--- src/shared/console_pkg.sv ---
package console_pkg;

  ////////////////////////////////////////////////////////////////////////////
  // unit status bit positions (bit 0 of the byte is the msb)
  localparam int ST_ATTN = 7;  // attention
  localparam int ST_MOD  = 6;  // status modifier, never used
  localparam int ST_CUE  = 5;  // control-unit end, never used
  localparam int ST_BUSY = 4;  // busy
  localparam int ST_CE   = 3;  // channel end
  localparam int ST_DE   = 2;  // device end
  localparam int ST_UC   = 1;  // unit check
  localparam int ST_UX   = 0;  // unit exception

  // sense bit positions (bit 0 of the byte is the msb)
  localparam int SN_REJ  = 7;  // command reject
  localparam int SN_INTV = 6;  // intervention required
  localparam int SN_BUS  = 5;  // bus out check
  localparam int SN_EQP  = 4;  // equipment check

  // status bits the attachment never raises, sense bits it may raise
  localparam logic [7:0] STATUS_NEVER = 8'h60;  // modifier and cu end
  localparam logic [7:0] SENSE_USED   = 8'hF0;  // sense bits 0..3 only
  localparam logic [7:0] STATUS_RST   = 8'h00;
  localparam logic [7:0] SENSE_RST    = 8'h00;

  // command bytes; arbitrary plain defaults
  localparam logic [7:0] CMD_WRITE = 8'h01;
  localparam logic [7:0] CMD_WACR  = 8'h09;
  localparam logic [7:0] CMD_READ  = 8'h0A;
  localparam logic [7:0] CMD_SENSE = 8'h04;
  localparam logic [7:0] CMD_NOOP  = 8'h03;
  localparam logic [7:0] CMD_ALARM = 8'h0B;

  // printer watchdog
  localparam int PRINT_TIMEOUT_MS = 2000;
  localparam int CLK_PERIOD_NS    = 50;
  localparam int PRINT_TIMEOUT_CYC = PRINT_TIMEOUT_MS * 1000000 / CLK_PERIOD_NS;

  // operation in progress
  typedef enum logic [2:0] {
    OP_IDLE   = 3'b000,
    OP_READ   = 3'b001,
    OP_WRITE  = 3'b010,
    OP_WACR   = 3'b011,
    OP_SENSE  = 3'b100,
    OP_CRWAIT = 3'b101
  } op_t;

  // stored channel status word answer
  typedef struct packed {
    logic       valid;   // one-cycle pulse
    logic [7:0] status;  // unit status as stored
    logic       il;      // incorrect length
  } csw_t;

  // typewriter pins
  typedef struct packed {
    logic       request;     // request key
    logic       ready_key;   // ready key
    logic       nready_key;  // not-ready key
    logic       end_key;     // end key
    logic       cancel_key;  // cancel key
    logic       cover_open;  // cover switch
    logic       no_forms;    // forms switch
    logic       kb_strobe;   // keyboard character present
    logic       cr_begin;    // carrier return motion started
    logic       print_done;  // print cycle completed
    logic       sync_chk;    // print-sync check
    logic [8:0] kb_char;     // character with parity bit
  } keys_t;

endpackage : console_pkg

--- src/rtl/console_status_sense.sv ---
`timescale 1ns/10ps
// Notes on behaviour
// - status modifier and control-unit end never set
// - sio after ce accepted, de pending: busy+de, clear
// - sio with attention pending: busy plus attention
// - sio with ready device end pending: busy+de
// - between ce accepted and de: busy alone
// - zero count sets ce; writes one share later
// - ce on noop/alarm, end or cancel keys
// - sense ends with ce after one byte
// - lone ce cleared, stored by interrupt or tio
// - de on carrier return, write end, noop, sense
// - ready key sets de only if ready results
// - sio clears a pending de, with or without ce stored
// - tio clears device end; hio keeps it
// - even keyboard parity: uc, equip check, continue
// - write data parity error raises a check
// - not ready: uc plus intervention required
// - undefined command: uc plus command reject
// - printer silent two seconds: equip check, terminate
// - print-sync check: uc plus equip check
// - cancel on read: unit exception, ce, length
// - any sense bit set raises unit check
// - sense bits 4 to 7 never set
// - attention on request key, deferred while busy
module console_status_sense
  import console_pkg::*;
#(
  parameter int TIMEOUT_CYC = PRINT_TIMEOUT_CYC  // printer watchdog length
) (
  // clock and reset
  input  wire logic               CLOCK,
  input  wire logic               RESET,
  // channel side, same clock
  input  wire logic               SIO,           // start i/o with command
  input  wire logic               TIO,           // test i/o
  input  wire logic               HIO,           // halt i/o
  input  wire logic               INT_ACK,       // i/o interruption taken
  input  wire logic [7:0]         CMD_BYTE,      // command at initial selection
  input  wire logic               SHARE,         // share cycle pulse
  input  wire logic               COUNT_ZERO,    // data count is zero
  input  wire logic               LENGTH_SUPPRESS_FLAG,           // length suppress flag
  input  wire logic               DATA_PAR_ERR,  // write data parity error
  input  wire logic               SENSE_SENT,    // sense byte sent this cycle
  // typewriter pins
  input  wire console_pkg::keys_t KEYS,
  // answers
  output console_pkg::csw_t       CHANNEL_STATUS_WORD,
  output logic [7:0]              UNIT_STATUS,
  output logic [7:0]              SENSE_BYTE,
  output logic                    UNIT_READY,
  output logic                    XFER_STOP
);

  import console_pkg::*;

  localparam int TW = $clog2(TIMEOUT_CYC + 1);

  ////////////////////////////////////////////////////////////////////////////
  // pin synchronisation and edges
  keys_t keys_s;                  // synchronised pins
  keys_t keys_d;                  // one cycle older
  keys_t rise;                    // rising edges
  logic  kb_even;                 // keyboard character has even parity

  pin_sync #(.W($bits(keys_t))) u_sync (
    .clk (CLOCK),
    .rst (RESET),
    .d   (KEYS),
    .q   (keys_s)
  );

  // edge history
  always_ff @(posedge CLOCK) begin
    if (RESET) keys_d <= '0;
    else       keys_d <= keys_s;
  end

  assign rise    = keys_s & ~keys_d;
  assign kb_even = ~(^keys_s.kb_char);

  ////////////////////////////////////////////////////////////////////////////
  // state
  op_t           op_r, op_nxt;     // operation in progress
  logic [7:0]    status_r;         // unit status byte
  logic [7:0]    sense_r;          // error sense byte
  logic          ce_acc_r;         // channel end stored, device end owed
  logic          zero_seen_r;      // write hit zero, ce on next share
  logic          il_r;             // incorrect length for next store
  logic          attn_pend_r;      // deferred attention
  logic          ready_r;          // unit ready
  logic          nr_key_r;         // not-ready key latched
  logic          pwait_r;          // print cycle outstanding
  logic [TW-1:0] pcnt_r;           // watchdog count

  // per-cycle decisions
  logic [7:0] st_set;              // status bits to raise
  logic [7:0] sn_set;              // sense bits to raise
  logic [7:0] csw_stat;            // status to store
  logic       csw_load;            // store a csw this cycle
  logic       st_clr;              // clear status at attachment
  logic       sn_clr;              // clear sense
  logic       ce_acc_set;          // remember ce was stored
  logic       il_set;              // incorrect length detected
  logic       zero_set;            // write zero or end key seen
  logic       pstart;              // printer started a character
  logic       ptimeout;            // printer watchdog expired
  logic       stop_now;            // end sense transfer
  logic       ready_nxt;           // unit ready next cycle
  logic       free;                // nothing in progress or pending
  logic       cmd_rw;              // read or write family
  logic       cmd_def;             // command byte defined

  assign ptimeout = pwait_r && (pcnt_r == TW'(TIMEOUT_CYC - 1));
  assign free     = (op_r == OP_IDLE) && (status_r == '0) && !ce_acc_r;
  assign cmd_rw   = (CMD_BYTE == CMD_READ) || (CMD_BYTE == CMD_WRITE) ||
                    (CMD_BYTE == CMD_WACR);
  assign cmd_def  = cmd_rw || (CMD_BYTE == CMD_SENSE) ||
                    (CMD_BYTE == CMD_NOOP) || (CMD_BYTE == CMD_ALARM);

  ////////////////////////////////////////////////////////////////////////////
  // ready tracking
  always_comb begin
    ready_nxt = !keys_s.cover_open && !keys_s.no_forms &&
                !(nr_key_r || rise.nready_key) ;
    if (rise.ready_key) begin
      ready_nxt = !keys_s.cover_open && !keys_s.no_forms;
    end
  end

  // not-ready key latch, released by the ready key
  always_ff @(posedge CLOCK) begin
    if (RESET) begin
      nr_key_r <= 1'b0;
      ready_r  <= 1'b0;
    end else begin
      if (rise.ready_key)       nr_key_r <= 1'b0;
      else if (rise.nready_key) nr_key_r <= 1'b1;
      ready_r <= ready_nxt;
    end
  end

  ////////////////////////////////////////////////////////////////////////////
  // channel instructions and operation progress
  always_comb begin
    st_set     = '0;
    sn_set     = '0;
    csw_stat   = '0;
    csw_load   = 1'b0;
    st_clr     = 1'b0;
    sn_clr     = 1'b0;
    ce_acc_set = 1'b0;
    il_set     = 1'b0;
    zero_set   = 1'b0;
    pstart     = 1'b0;
    stop_now   = 1'b0;
    op_nxt     = op_r;

    // start i/o: priority follows the busy cases
    if (SIO) begin
      csw_load = 1'b1;
      if (ce_acc_r && status_r[ST_DE]) begin
        csw_stat[ST_BUSY] = 1'b1;
        csw_stat[ST_DE]   = 1'b1;
        st_clr            = 1'b1;
      end else if (ce_acc_r) begin
        csw_stat[ST_BUSY] = 1'b1;
      end else if (status_r[ST_ATTN]) begin
        csw_stat[ST_BUSY] = 1'b1;
        csw_stat[ST_ATTN] = 1'b1;
        st_clr            = 1'b1;
      end else if (status_r[ST_DE]) begin
        csw_stat[ST_BUSY] = 1'b1;
        csw_stat[ST_DE]   = 1'b1;
        st_clr            = 1'b1;
      end else if (op_r != OP_IDLE || status_r != '0) begin
        csw_stat[ST_BUSY] = 1'b1;  // other work still owns the unit
      end else if (!cmd_def) begin
        sn_clr          = 1'b1;
        sn_set[SN_REJ]  = 1'b1;
        csw_stat[ST_UC] = 1'b1;
      end else if (CMD_BYTE == CMD_NOOP || CMD_BYTE == CMD_ALARM) begin
        st_set[ST_CE] = 1'b1;
        st_set[ST_DE] = 1'b1;
      end else if (cmd_rw && !ready_r) begin
        sn_clr          = 1'b1;
        sn_set[SN_INTV] = 1'b1;
        csw_stat[ST_UC] = 1'b1;
      end else if (CMD_BYTE == CMD_SENSE) begin
        op_nxt = OP_SENSE;
      end else begin
        sn_clr = 1'b1;  // fresh operation, fresh sense
        if (CMD_BYTE == CMD_READ)       op_nxt = OP_READ;
        else if (CMD_BYTE == CMD_WRITE) op_nxt = OP_WRITE;
        else                            op_nxt = OP_WACR;
      end
    // test i/o stores and clears, unless ce already taken
    end else if (TIO) begin
      csw_load = 1'b1;
      if (ce_acc_r && !status_r[ST_DE]) begin
        csw_stat[ST_BUSY] = 1'b1;
      end else begin
        csw_stat = status_r;
        st_clr   = 1'b1;
        if (!ready_r) begin
          csw_stat[ST_UC] = 1'b1;
          sn_set[SN_INTV] = 1'b1;
        end
        ce_acc_set = status_r[ST_CE] && !status_r[ST_DE] && (op_r != OP_IDLE);
      end
    // interruption stores pending status
    end else if (INT_ACK && status_r != '0) begin
      csw_load   = 1'b1;
      csw_stat   = status_r;
      st_clr     = 1'b1;
      ce_acc_set = status_r[ST_CE] && !status_r[ST_DE] && (op_r != OP_IDLE);
    end

    // progress of the running operation
    case (op_r)
      OP_READ: begin
        if (rise.kb_strobe) begin
          pstart = 1'b1;
          if (kb_even) sn_set[SN_EQP] = 1'b1;
        end
        if (rise.cancel_key) begin
          st_set[ST_CE] = 1'b1;
          st_set[ST_UX] = 1'b1;
          il_set        = !COUNT_ZERO && !LENGTH_SUPPRESS_FLAG;
          op_nxt        = OP_CRWAIT;
        end else if (rise.end_key) begin
          st_set[ST_CE] = 1'b1;
          il_set        = !COUNT_ZERO && !LENGTH_SUPPRESS_FLAG;
          op_nxt        = OP_CRWAIT;
        end else if (COUNT_ZERO && rise.kb_strobe) begin
          st_set[ST_CE] = 1'b1;
          il_set        = !LENGTH_SUPPRESS_FLAG;
          op_nxt        = OP_CRWAIT;
        end
        if (op_nxt == OP_CRWAIT && !ready_r) begin
          sn_set[SN_INTV] = 1'b1;
        end
      end
      OP_WRITE, OP_WACR: begin
        if (DATA_PAR_ERR) sn_set[SN_BUS] = 1'b1;
        if (rise.end_key) zero_set = 1'b1;
        if (SHARE) begin
          if (zero_seen_r) begin
            st_set[ST_CE] = 1'b1;
            if (!ready_r) sn_set[SN_INTV] = 1'b1;
            if (op_r == OP_WRITE) begin
              st_set[ST_DE] = 1'b1;
              op_nxt        = OP_IDLE;
            end else begin
              op_nxt = OP_CRWAIT;
            end
          end else if (COUNT_ZERO) begin
            zero_set = 1'b1;
          end else begin
            pstart = 1'b1;
          end
        end
      end
      OP_SENSE: begin
        if (SENSE_SENT) begin
          st_set[ST_CE] = 1'b1;
          st_set[ST_DE] = 1'b1;
          stop_now      = 1'b1;
          sn_clr        = 1'b1;
          op_nxt        = OP_IDLE;
        end
      end
      OP_CRWAIT: begin
        if (rise.cr_begin) begin
          st_set[ST_DE] = 1'b1;
          op_nxt        = OP_IDLE;
        end
      end
      default: ;
    endcase

    // printer never answered
    if (ptimeout && (op_r == OP_READ || op_r == OP_WRITE || op_r == OP_WACR)) begin
      sn_set[SN_EQP] = 1'b1;
      st_set[ST_CE]  = 1'b1;
      st_set[ST_DE]  = 1'b1;
      op_nxt         = OP_IDLE;
    end

    if (rise.sync_chk) sn_set[SN_EQP] = 1'b1;
    if (rise.ready_key && !ready_r && ready_nxt) begin
      st_set[ST_DE] = 1'b1;
    end
    if (rise.request && free && !SIO) begin
      st_set[ST_ATTN] = 1'b1;
    end else if (attn_pend_r && free && !SIO && !TIO) begin
      st_set[ST_ATTN] = 1'b1;
    end

    sn_set = sn_set & SENSE_USED;
    // only a stored word that already shows unit check covers new sense
    if (sn_set != '0 && !(csw_load && csw_stat[ST_UC])) st_set[ST_UC] = 1'b1;
    if (HIO) op_nxt = OP_IDLE;
  end

  ////////////////////////////////////////////////////////////////////////////
  // operation register
  always_ff @(posedge CLOCK) begin
    if (RESET) op_r <= OP_IDLE;
    else       op_r <= op_nxt;
  end

  // status byte: sets win over clears, two bits masked out
  always_ff @(posedge CLOCK) begin
    if (RESET) status_r <= STATUS_RST;
    else       status_r <= ((st_clr ? '0 : status_r) | st_set) & ~STATUS_NEVER;
  end

  // sense byte: new errors win over the clear
  always_ff @(posedge CLOCK) begin
    if (RESET) sense_r <= SENSE_RST;
    else       sense_r <= ((sn_clr ? '0 : sense_r) | sn_set) & SENSE_USED;
  end

  // ce stored, device end still owed; dropped once de is stored
  always_ff @(posedge CLOCK) begin
    if (RESET)                           ce_acc_r <= 1'b0;
    else if (ce_acc_set)                 ce_acc_r <= 1'b1;
    else if (st_clr && status_r[ST_DE])  ce_acc_r <= 1'b0;
    else if (HIO && !status_r[ST_DE])    ce_acc_r <= 1'b0;
  end

  // write end detection, ce follows on the next share cycle
  always_ff @(posedge CLOCK) begin
    if (RESET)                 zero_seen_r <= 1'b0;
    else if (zero_set)         zero_seen_r <= 1'b1;
    else if (op_nxt != op_r)   zero_seen_r <= 1'b0;
  end

  // incorrect length waits for the next store
  always_ff @(posedge CLOCK) begin
    if (RESET)          il_r <= 1'b0;
    else if (il_set)    il_r <= 1'b1;
    else if (st_clr)    il_r <= 1'b0;
  end

  // deferred attention; a new press wins over the take-up
  always_ff @(posedge CLOCK) begin
    if (RESET)                          attn_pend_r <= 1'b0;
    else if (rise.request && !free)     attn_pend_r <= 1'b1;
    else if (st_set[ST_ATTN])           attn_pend_r <= 1'b0;
  end

  ////////////////////////////////////////////////////////////////////////////
  // printer watchdog; restarts on each character, stops on completion
  always_ff @(posedge CLOCK) begin
    if (RESET) begin
      pwait_r <= 1'b0;
      pcnt_r  <= '0;
    end else if (pstart) begin
      pwait_r <= 1'b1;
      pcnt_r  <= '0;
    end else if (rise.print_done || ptimeout || op_r == OP_IDLE) begin
      pwait_r <= 1'b0;
      pcnt_r  <= '0;
    end else if (pwait_r) begin
      pcnt_r  <= pcnt_r + TW'(1);
    end
  end

  ////////////////////////////////////////////////////////////////////////////
  // registered answers to the channel
  always_ff @(posedge CLOCK) begin
    if (RESET) begin
      CHANNEL_STATUS_WORD       <= '0;
      XFER_STOP <= 1'b0;
    end else begin
      CHANNEL_STATUS_WORD.valid  <= csw_load;
      CHANNEL_STATUS_WORD.status <= csw_load ? (csw_stat & ~STATUS_NEVER) : CHANNEL_STATUS_WORD.status;
      CHANNEL_STATUS_WORD.il     <= csw_load ? (il_r && st_clr) : CHANNEL_STATUS_WORD.il;
      XFER_STOP  <= stop_now;
    end
  end

  // visible state
  always_ff @(posedge CLOCK) begin
    if (RESET) begin
      UNIT_STATUS <= STATUS_RST;
      SENSE_BYTE  <= SENSE_RST;
      UNIT_READY  <= 1'b0;
    end else begin
      UNIT_STATUS <= status_r;
      SENSE_BYTE  <= sense_r;
      UNIT_READY  <= ready_r;
    end
  end

endmodule : console_status_sense

--- src/rtl/pin_sync.sv ---
`timescale 1ns/10ps
module pin_sync #(
  parameter int W = 1
) (
  // clock and reset
  input  wire logic         clk,
  input  wire logic         rst,
  // asynchronous in, synchronous out
  input  wire logic [W-1:0] d,
  output logic      [W-1:0] q
);

  logic [W-1:0] meta_r;  // first stage, read only by q

  ////////////////////////////////////////////////////////////////////////////
  // plain two-stage synchroniser
  always_ff @(posedge clk) begin
    if (rst) begin
      meta_r <= '0;
      q      <= '0;
    end else begin
      meta_r <= d;
      q      <= meta_r;
    end
  end

endmodule : pin_sync

--- config.mk ---
export PLATFORM = sky130hd
export DESIGN_NAME = console_status_sense
export DESIGN_NICKNAME = d
export VERILOG_FILES = /design/src/shared/console_pkg.sv /design/src/rtl/console_status_sense.sv /design/src/rtl/pin_sync.sv
export SDC_FILE = /design/constraint.sdc
export NUM_CORES = 1
export LEC_CHECK = 0
export ABC_AREA = 1
export BUFFER_PORTS_ARGS = -buffer_cell sky130_fd_sc_hd__buf_2
export CAP_MARGIN = 5
export CORE_ASPECT_RATIO = 0.7
export CORE_MARGIN = 5
export CORE_UTILIZATION = 40
export DETAILED_ROUTE_END_ITERATION = 10
export GPL_TIMING_DRIVEN = 0
export PLACE_DENSITY = 0.61
export SYNTH_ARGS = -nofsm -noshare
export SYNTH_HDL_FRONTEND = slang
export SYNTH_SLANG_ARGS = --single-unit
--- constraint.sdc ---
create_clock -name CLOCK -period 2.4 [get_ports CLOCK]
set_clock_uncertainty 0.05 [all_clocks]
set_input_delay 0.24 -clock CLOCK [delete_from_list [all_inputs] [get_ports CLOCK]]
set_output_delay 0.24 -clock CLOCK [all_outputs]
set_load 0.01 [all_outputs]
==> results by group, run 1 <==
Layout
  • Area delta synth->final: 26.65%
  • Final Instance Area: 6226 um^2
  • Number of diodes: 0
  • Post-route insts no fill: 950
  • Nets: 820
  • Share of layout cells above drive strength 1: 0.1702

Die
  • Die X: 142.5 um
  • Starting Density: 0.4148
  • Core box area: 11,850 um^2
  • Die Area: between 10,000 and 15,000 um^2
  • Core Rows: 33
  • I/O Pins: 67
  • Die Y: 102.8 um

STA
  • Hold Fails Final Rpt: 0
  • Post-route setup TNS: 0 ns
  • Unrepaired setup endpoints after global routing: no
  • Max Freq: roughly 0.47 GHz
  • Max-slew headroom: 0.5306
  • Final Critical Period: 2.149 ns
  • Final count of pins violating max slew: 0
  • Slew @ Worst Pin: 0.7041 ns
  • Period utilisation layout: 0.8955
  • Final setup fails: 0

Clocking
  • Clock tree buffer depth: 2
  • Root Buffer: clkbuf_16
  • H-tree depth: 4
  • Sink Count: roughly 110
  • Clock-pin slew on the worst setup and hold paths: 0.05 ns
  • Clock network latency to the later pin of the worst-skew pair: 0.40 ns
  • CTS tree: built
  • CTS buffer count: 17
  • Setup Fix Bufs, Post-CTS: 0

Power
  • Peak supply drop: 0.0005362 V
  • Sequential power share: 0.411
  • Pwr Density: 765.0 nW/um^2
  • Part of the power in combinational logic: 0.071
  • Psw: 0.001124 W
  • Static leakage: 2.756 nW
  • Tot Pwr: 0.004763 W
  • Cell internal pwr: between 0.003 and 0.004 W
  • Clock Power Share: 0.518
  • Switching share of total power: 0.2360

Detailed routing
  • WL/cell: 12.90 um
  • Pre-Repair DR Iteration Count: 5
  • # DRC: 0
  • Vias: roughly 4,400
  • First-iteration detailed-routing DRC count: 360
  • Remaining antenna violation count: 0
  • Total wire length: 12.26 mm
  • Via density per instance: 4.641

Placement
  • IO buf count: 55
  • Placed cell area: 5418 um^2
  • Number of instances in the placed design: 898
  • Dpl hpwl: just over 9 mm
  • Final Wtd Congestion: 0.9227

Synthesis
  • Post-synth EDFFs: 0
  • Post-synth ARST share: 0
  • Mapped Area: around 4900 um^2
  • Post-synthesis instance total: 678
  • Synth Area per Inst: 7.251 um^2
  • Yosys warns: 0
  • Primary FF master, synth: dfxtp_1
  • Synth area leaders: dfxtp_1 46%, nor2_1 12%, inv_1 8.9%
  • Netlist cell types: 45
  • Count leader, synth: nor2_1
  • Seq/Total Area, Yosys: 0.4602
  • Synth top cells by count: 151 x nor2_1, 116 x inv_1, 113 x dfxtp_1, 93 x nand2_1, 33 x nand3_1
  • Synth area leader: dfxtp_1
  • Synth Register Bits: 113
  • Area share of the leading cell type in the synthesized netlist: 0.4602

Worst setup path
  • Cell family with most CP delay: simple AND/OR/NAND/NOR gates
  • Worst path bufs/invs: 2
  • Crit end category: flop
  • Crit path largest cell delay: 0.37 ns
  • Slowest cell on crit path: dfxtp_1
  • Critical Path RT: roughly 2.6 ns
  • Most frequent CP cell: nand2_1
  • Startpoint Class: flop
  • Worst Path Class, Setup: reg2reg
  • CP arrival: 2.38 ns
  • CP max FO: 10
  • CP Cell Sequence: ha_1, nand3_1, nor2_2, nand2_1, nor3_2, nand2_1, nand4_2, nor2_4, inv_2, buf_2, nor2_1

GRT
  • Global-route wire length before repair: 19.96 mm
  • Vias in the first global route: 4,074
  • GRT busiest layer: met1
  • M1 GR Usage: 0.2533
  • Largest net degree at the start of global routing: 17
  • Met3 Use GR: 0.05471
  • Antenna violations before repair: 0
  • GRT Residual Overflow: 0
  • Total track usage: 0.1743
  • GRT met2 Usage: 0.2518

Run
  • MaxCap Viol Count: 0

Outcome
  • Status: finished clean

Min path
  • Worst hold path class: in2reg
[tightest hold or removal path: stages]
cell and delay, ns:
buf_2 0.08, nor3_1 0.04, o21ai_0 0.06, a21oi_1 0.06
[cell families after synthesis]
kind of cell    after synthesis  synth area share
simple gates                340            0.3057
buf+inv                     146            0.1209
flops                       113            0.4602
compound gates               54           0.06898
xor+xnor                     23           0.04098
fa+ha+maj                     1          0.002545
other cells                   1         0.0007628
[stage by stage]
step	setup WS [ns]	hold WS [ns]	util
2_1_floorplan	0.6353	0.2970	-
3_3_place_gp	0.1834	0.3419	0.4572
3_5_place_dp	0.2074	0.3420	0.4572
4_1_cts	0.2177	0.07271	0.5241
5_1_grt	0.004363	0.08039	0.5254
6_report	0.2508	0.07833	0.5254
[power by group through the flow]
stage               combinational, W  clock (W)  sequential (W)
floorplan                   0.000197          0         0.00200
global placement            0.000300          0         0.00200
detailed placement          0.000306          0         0.00200
CTS                         0.000334    0.00251         0.00196
global route                0.000377    0.00262         0.00196
finish                      0.000336    0.00247         0.00196
[layout make-up]
type	count	area, um^2
Buffer	22	128.9
Clock buffer	19	442.9
Clock inverter	13	150.1
Fill cell	1159	5624
Inverter	124	465.4
Multi-Input combinational cell	427	2105
Sequential cell	113	2262
Tap cell	157	196.4
Timing Repair Buffer	75	475.5
[state kept, by name (all words and copies together) (netlist names), 3 cells and up]
name / cells
sense_r: 4
CHANNEL_STATUS_WORD: 8
op_r: 3
SENSE_BYTE: 4
u_sync.q: 20
pcnt_r: 26
UNIT_STATUS: 5
keys_d: 9
status_r: 5
u_sync.meta_r: 20
[cells in the final DEF (no fill, tap or decap), types with 10 or more instances in the layout]
| cell | n |
|---|---|
| dlygate4sd3_1 | 20 |
| nand4_1 | 13 |
| buf_2 | 56 |
| buf_4 | 10 |
| dfxtp_1 | 113 |
| o21ai_0 | 14 |
| nor2_1 | 150 |
| nor2_2 | 10 |
| clkbuf_16 | 17 |
| nand2_1 | 92 |
| nor3_1 | 20 |
| xnor2_1 | 15 |
| inv_1 | 116 |
| a21oi_1 | 17 |
| nand3_1 | 32 |
[routing by layer]
metal,share of wire,vias to the layer above
li1,-,2297
met1,0.50,1959
met2,0.41,144
met3,0.084,9
met4,0.010,0
met5,0,-
[path summary, 6_finish.rpt]
path | from | endpoint | slack [ns] | depth (start not counted)
worst max register to register | pcnt_r[0]$_SDFFE_PP0P_ | pcnt_r[24]$_SDFFE_PP0P_ | 0.25 | 11
worst min-delay path | LENGTH_SUPPRESS_FLAG | il_r$_SDFFE_PP0P_ | 0.08 | 4
worst max-delay path | pcnt_r[0]$_SDFFE_PP0P_ | pcnt_r[24]$_SDFFE_PP0P_ | 0.25 | 11
worst min register to register | u_sync.meta_r[9]$_SDFF_PP0_ | u_sync.q[9]$_SDFF_PP0_ | 0.35 | 2
[repair_timing]
action                     CTS  global route
hold endpoints to repair    20             0
resized for setup            0             4
hold buffers                20             0
setup endpoints to repair    0             6
Note: power is estimated with default switching activity, not from simulation.
==> inputs of run 2 (changes only) <==
==> constraint.sdc (replaced) <==
create_clock -name CLOCK -period 2.4 [get_ports CLOCK]
set_clock_uncertainty 0.05 [all_clocks]
set_input_delay 0 -clock CLOCK [delete_from_list [all_inputs] [get_ports CLOCK]]
set_output_delay 0 -clock CLOCK [all_outputs]
set_load 0.01 [all_outputs]
==> run 2 against run 1 <==
Compared with the run above:
- design area increased by 1.3%
- clock power about the same
- final cell count increased by 0.84%
- sequential power about the same
- global-route usage increased by 0.059 points
- register-to-register slack about the same
- via count increased by 0.14%
- flip-flop and latch count unchanged
- worst setup slack got worse by 0.0028 ns
- maximum frequency decreased by 0.13%
- largest cell class unchanged
- highest routed layer unchanged
==> results by group, run 2 (synthesis results as in run 1) <==
Clocking
  • CTS tree: built
  • H-tree depth: 4 (unchanged)
  • Clock tree buffer depth: 2 (unchanged)
  • Root Buffer: clkbuf_16
  • Clock network latency to the later pin of the worst-skew pair: 0.40 ns (about the same)
  • Setup Fix Bufs, Post-CTS: 0 (unchanged)
  • CTS buffer count: 17 (unchanged)
  • Sink Count: 113 (unchanged)
  • Clock-pin slew on the worst setup and hold paths: 0.05 ns (about the same)

Layout
  • Share of layout cells above drive strength 1: 0.1685 (-0.001700)
  • Flip-flop count of the largest register after layout: 26 (unchanged)
  • Biggest regs: pcnt_r: 26 flops, u_sync.meta_r: 20 flops, u_sync.q: 20 flops
  • Final Instance Area: 6306 um^2 (+1.3%)
  • Largest register by flop count: pcnt_r
  • Number of diodes: 0 (unchanged)
  • Most common cell after layout, fill and taps aside: nor2_1
  • Highest-count cells in the layout ignoring fill and taps: 150 x nor2_1, 116 x inv_1, 113 x dfxtp_1, 92 x nand2_1, 56 x buf_2
  • Area delta synth->final: 28.28%
  • Nets: 828 (+0.98%)

GRT
  • GRT busiest layer: met1
  • Total track usage: 0.1749 (+0.0005934)
  • Met3 Use GR: 0.05424 (-0.0004636)
  • Largest net degree at the start of global routing: 17 (unchanged)
  • GRT met2 Usage: 0.2525 (+0.0007215)
  • M1 GR Usage: 0.2548 (+0.001425)
  • Antenna violations before repair: 0 (unchanged)
  • Vias in the first global route: 4,100 (+0.64%)
  • GRT Residual Overflow: 0 (unchanged)
  • Global-route wire length before repair: 20.05 mm (+0.45%)

Die
  • Die Y: 102.8 um (unchanged)
  • Starting Density: 0.4148 (unchanged)
  • Core box area: 11,850 um^2 (unchanged)
  • Core Rows: 33 (unchanged)
  • Die Area: 14,640 um^2 (unchanged)
  • I/O Pins: 67 (unchanged)
  • Die X: 142.5 um (unchanged)

Detailed routing
  • Vias: 4,415 (+0.14%)
  • Via density per instance: 4.609 (-0.70%)
  • # DRC: 0 (unchanged)
  • Pre-Repair DR Iteration Count: 5 (unchanged)
  • Remaining antenna violation count: 0 (unchanged)
  • Total wire length: 12.34 mm (+0.67%)
  • First-iteration detailed-routing DRC count: 349 (-3.1%)
  • WL/cell: 12.88 um (-0.17%)

Placement
  • Placed cell area: 5418 um^2 (unchanged)
  • Dpl hpwl: 9.254 mm (unchanged)
  • IO buf count: 55 (unchanged)
  • Final Wtd Congestion: 0.9227 (unchanged)

Min path
  • Hold depth: 7 (+3)
  • Hold_sp: SHARE
  • Worst hold endpoint: zero_seen_r$_SDFFE_PP0P_
  • Worst hold path class: in2reg

STA
  • Post-route setup TNS: 0 ns (unchanged)
  • Final setup fails: 0 (unchanged)
  • Slew @ Worst Pin: 0.6948 ns (-0.009322 ns)
  • Final count of pins violating max slew: 0 (unchanged)
  • Period utilisation layout: 0.8966 (+0.001150)
  • Max-slew headroom: 0.5368 (+0.006215)
  • Max Freq: 0.4647 GHz (-0.13%)
  • Hold Fails Final Rpt: 0 (unchanged)
  • Final Critical Period: 2.152 ns (+0.002760 ns)
  • Unrepaired setup endpoints after global routing: no

Worst setup path
  • Worst reg2reg setup slack: 0.25 ns (about the same)
  • CP max FO: 10 (unchanged)
  • Worst Path Class, Setup: reg2reg
  • Reg2reg path depth: 11 (unchanged)
  • CP arrival: 2.39 ns (about the same)
  • RR Endpoint: pcnt_r[7]$_SDFFE_PP0P_
  • Critical Path RT: 2.64 ns (about the same)
  • Startpoint Class: flop
  • CP startpoint: pcnt_r[0]$_SDFFE_PP0P_
  • Reg-to-Reg Start: pcnt_r[0]$_SDFFE_PP0P_
  • Crit end category: flop

Power
  • Static leakage: 2.787 nW (+1.1%)
  • Pwr Density: 756.9 nW/um^2 (-1.1%)
  • Peak supply drop: 0.0005360 V (about the same)

Run
  • MaxCap Viol Count: 0 (unchanged)

Outcome
  • Status: finished clean
[run 2: cell count changes in the layout (fill, tap and decap cells not counted), sizes merged]
| cell | before | now |
|---|---|---|
| dlygate4sd3 | 20 | 28 |
[run 2: layout make-up]
type	count	area [um^2]
fill	1148	5544
sequential	113	2262
multi-input combinational	427	2105
timing repair buffer	83	555.5
inverter	124	465.4
clock buffer	19	442.9
tap	157	196.4
clock inverter	13	150.1
buffer	22	128.9
[run 2: repair_timing]
action / in CTS / in global routing
hold endpoints to repair: 29 / 0
gates resized for setup: 0 / 4
hold buffers: 28 / 0
endpoints found under the setup margin: 0 / 6
[run 2: worst max-delay path by stage]
stage / endpoint / slack [ns]
after floorplan: pcnt_r[10]$_SDFFE_PP0P_ / 0.64
after global placement: zero_seen_r$_SDFFE_PP0P_ / 0.27
after detailed placement: pcnt_r[7]$_SDFFE_PP0P_ / 0.23
after CTS: pcnt_r[7]$_SDFFE_PP0P_ / 0.22
after global routing: zero_seen_r$_SDFFE_PP0P_ / 0.004
final: pcnt_r[7]$_SDFFE_PP0P_ / 0.25
[run 2: metal layers]
layer  part of all wire  up-vias  wire, um
li1                   -     2314         -
met4             0.0085        0       105
met1               0.51     1964      6257
met2               0.41      129      5030
met5                  0        -         0
met3              0.077        8       948
[run 2: through the flow]
step	setup slack [ns]	util	power, W	hold slack [ns]	instances
CTS	0.2177	0.5309	0.004814	0.04313	958
global route	0.004363	0.5322	0.004968	0.1096	958
detailed placement	0.2312	0.4572	0.002305	0.1571	898
global placement	0.2750	0.4572	0.002298	0.1469	898
floorplan	0.6353	-	0.002196	0.05697	686
finish	0.2480	0.5322	0.004773	0.04742	958
[run 2: worst max-delay path: stages, from the launching register on]
cell	delay, ns
dfxtp_1	0.37
ha_1	0.19
nand3_1	0.13
nor2_2	0.20
nand2_1	0.15
nor3_2	0.24
nand2_1	0.09
nand4_2	0.09
nor2_4	0.07
inv_2	0.13
buf_2	0.24
nor2_1	0.07
[run 2: where the power goes]
part | switching, W | internal (W) | total (W) | leakage [nW]
Clock | 0.000898 | 0.00157 | 0.00247 | 0.285
Combinational | 0.000207 | 0.000139 | 0.000346 | 1.58
Sequential | 0.0000223 | 0.00194 | 0.00196 | 0.922
Total | 0.00113 | 0.00365 | 0.00477 | 2.79
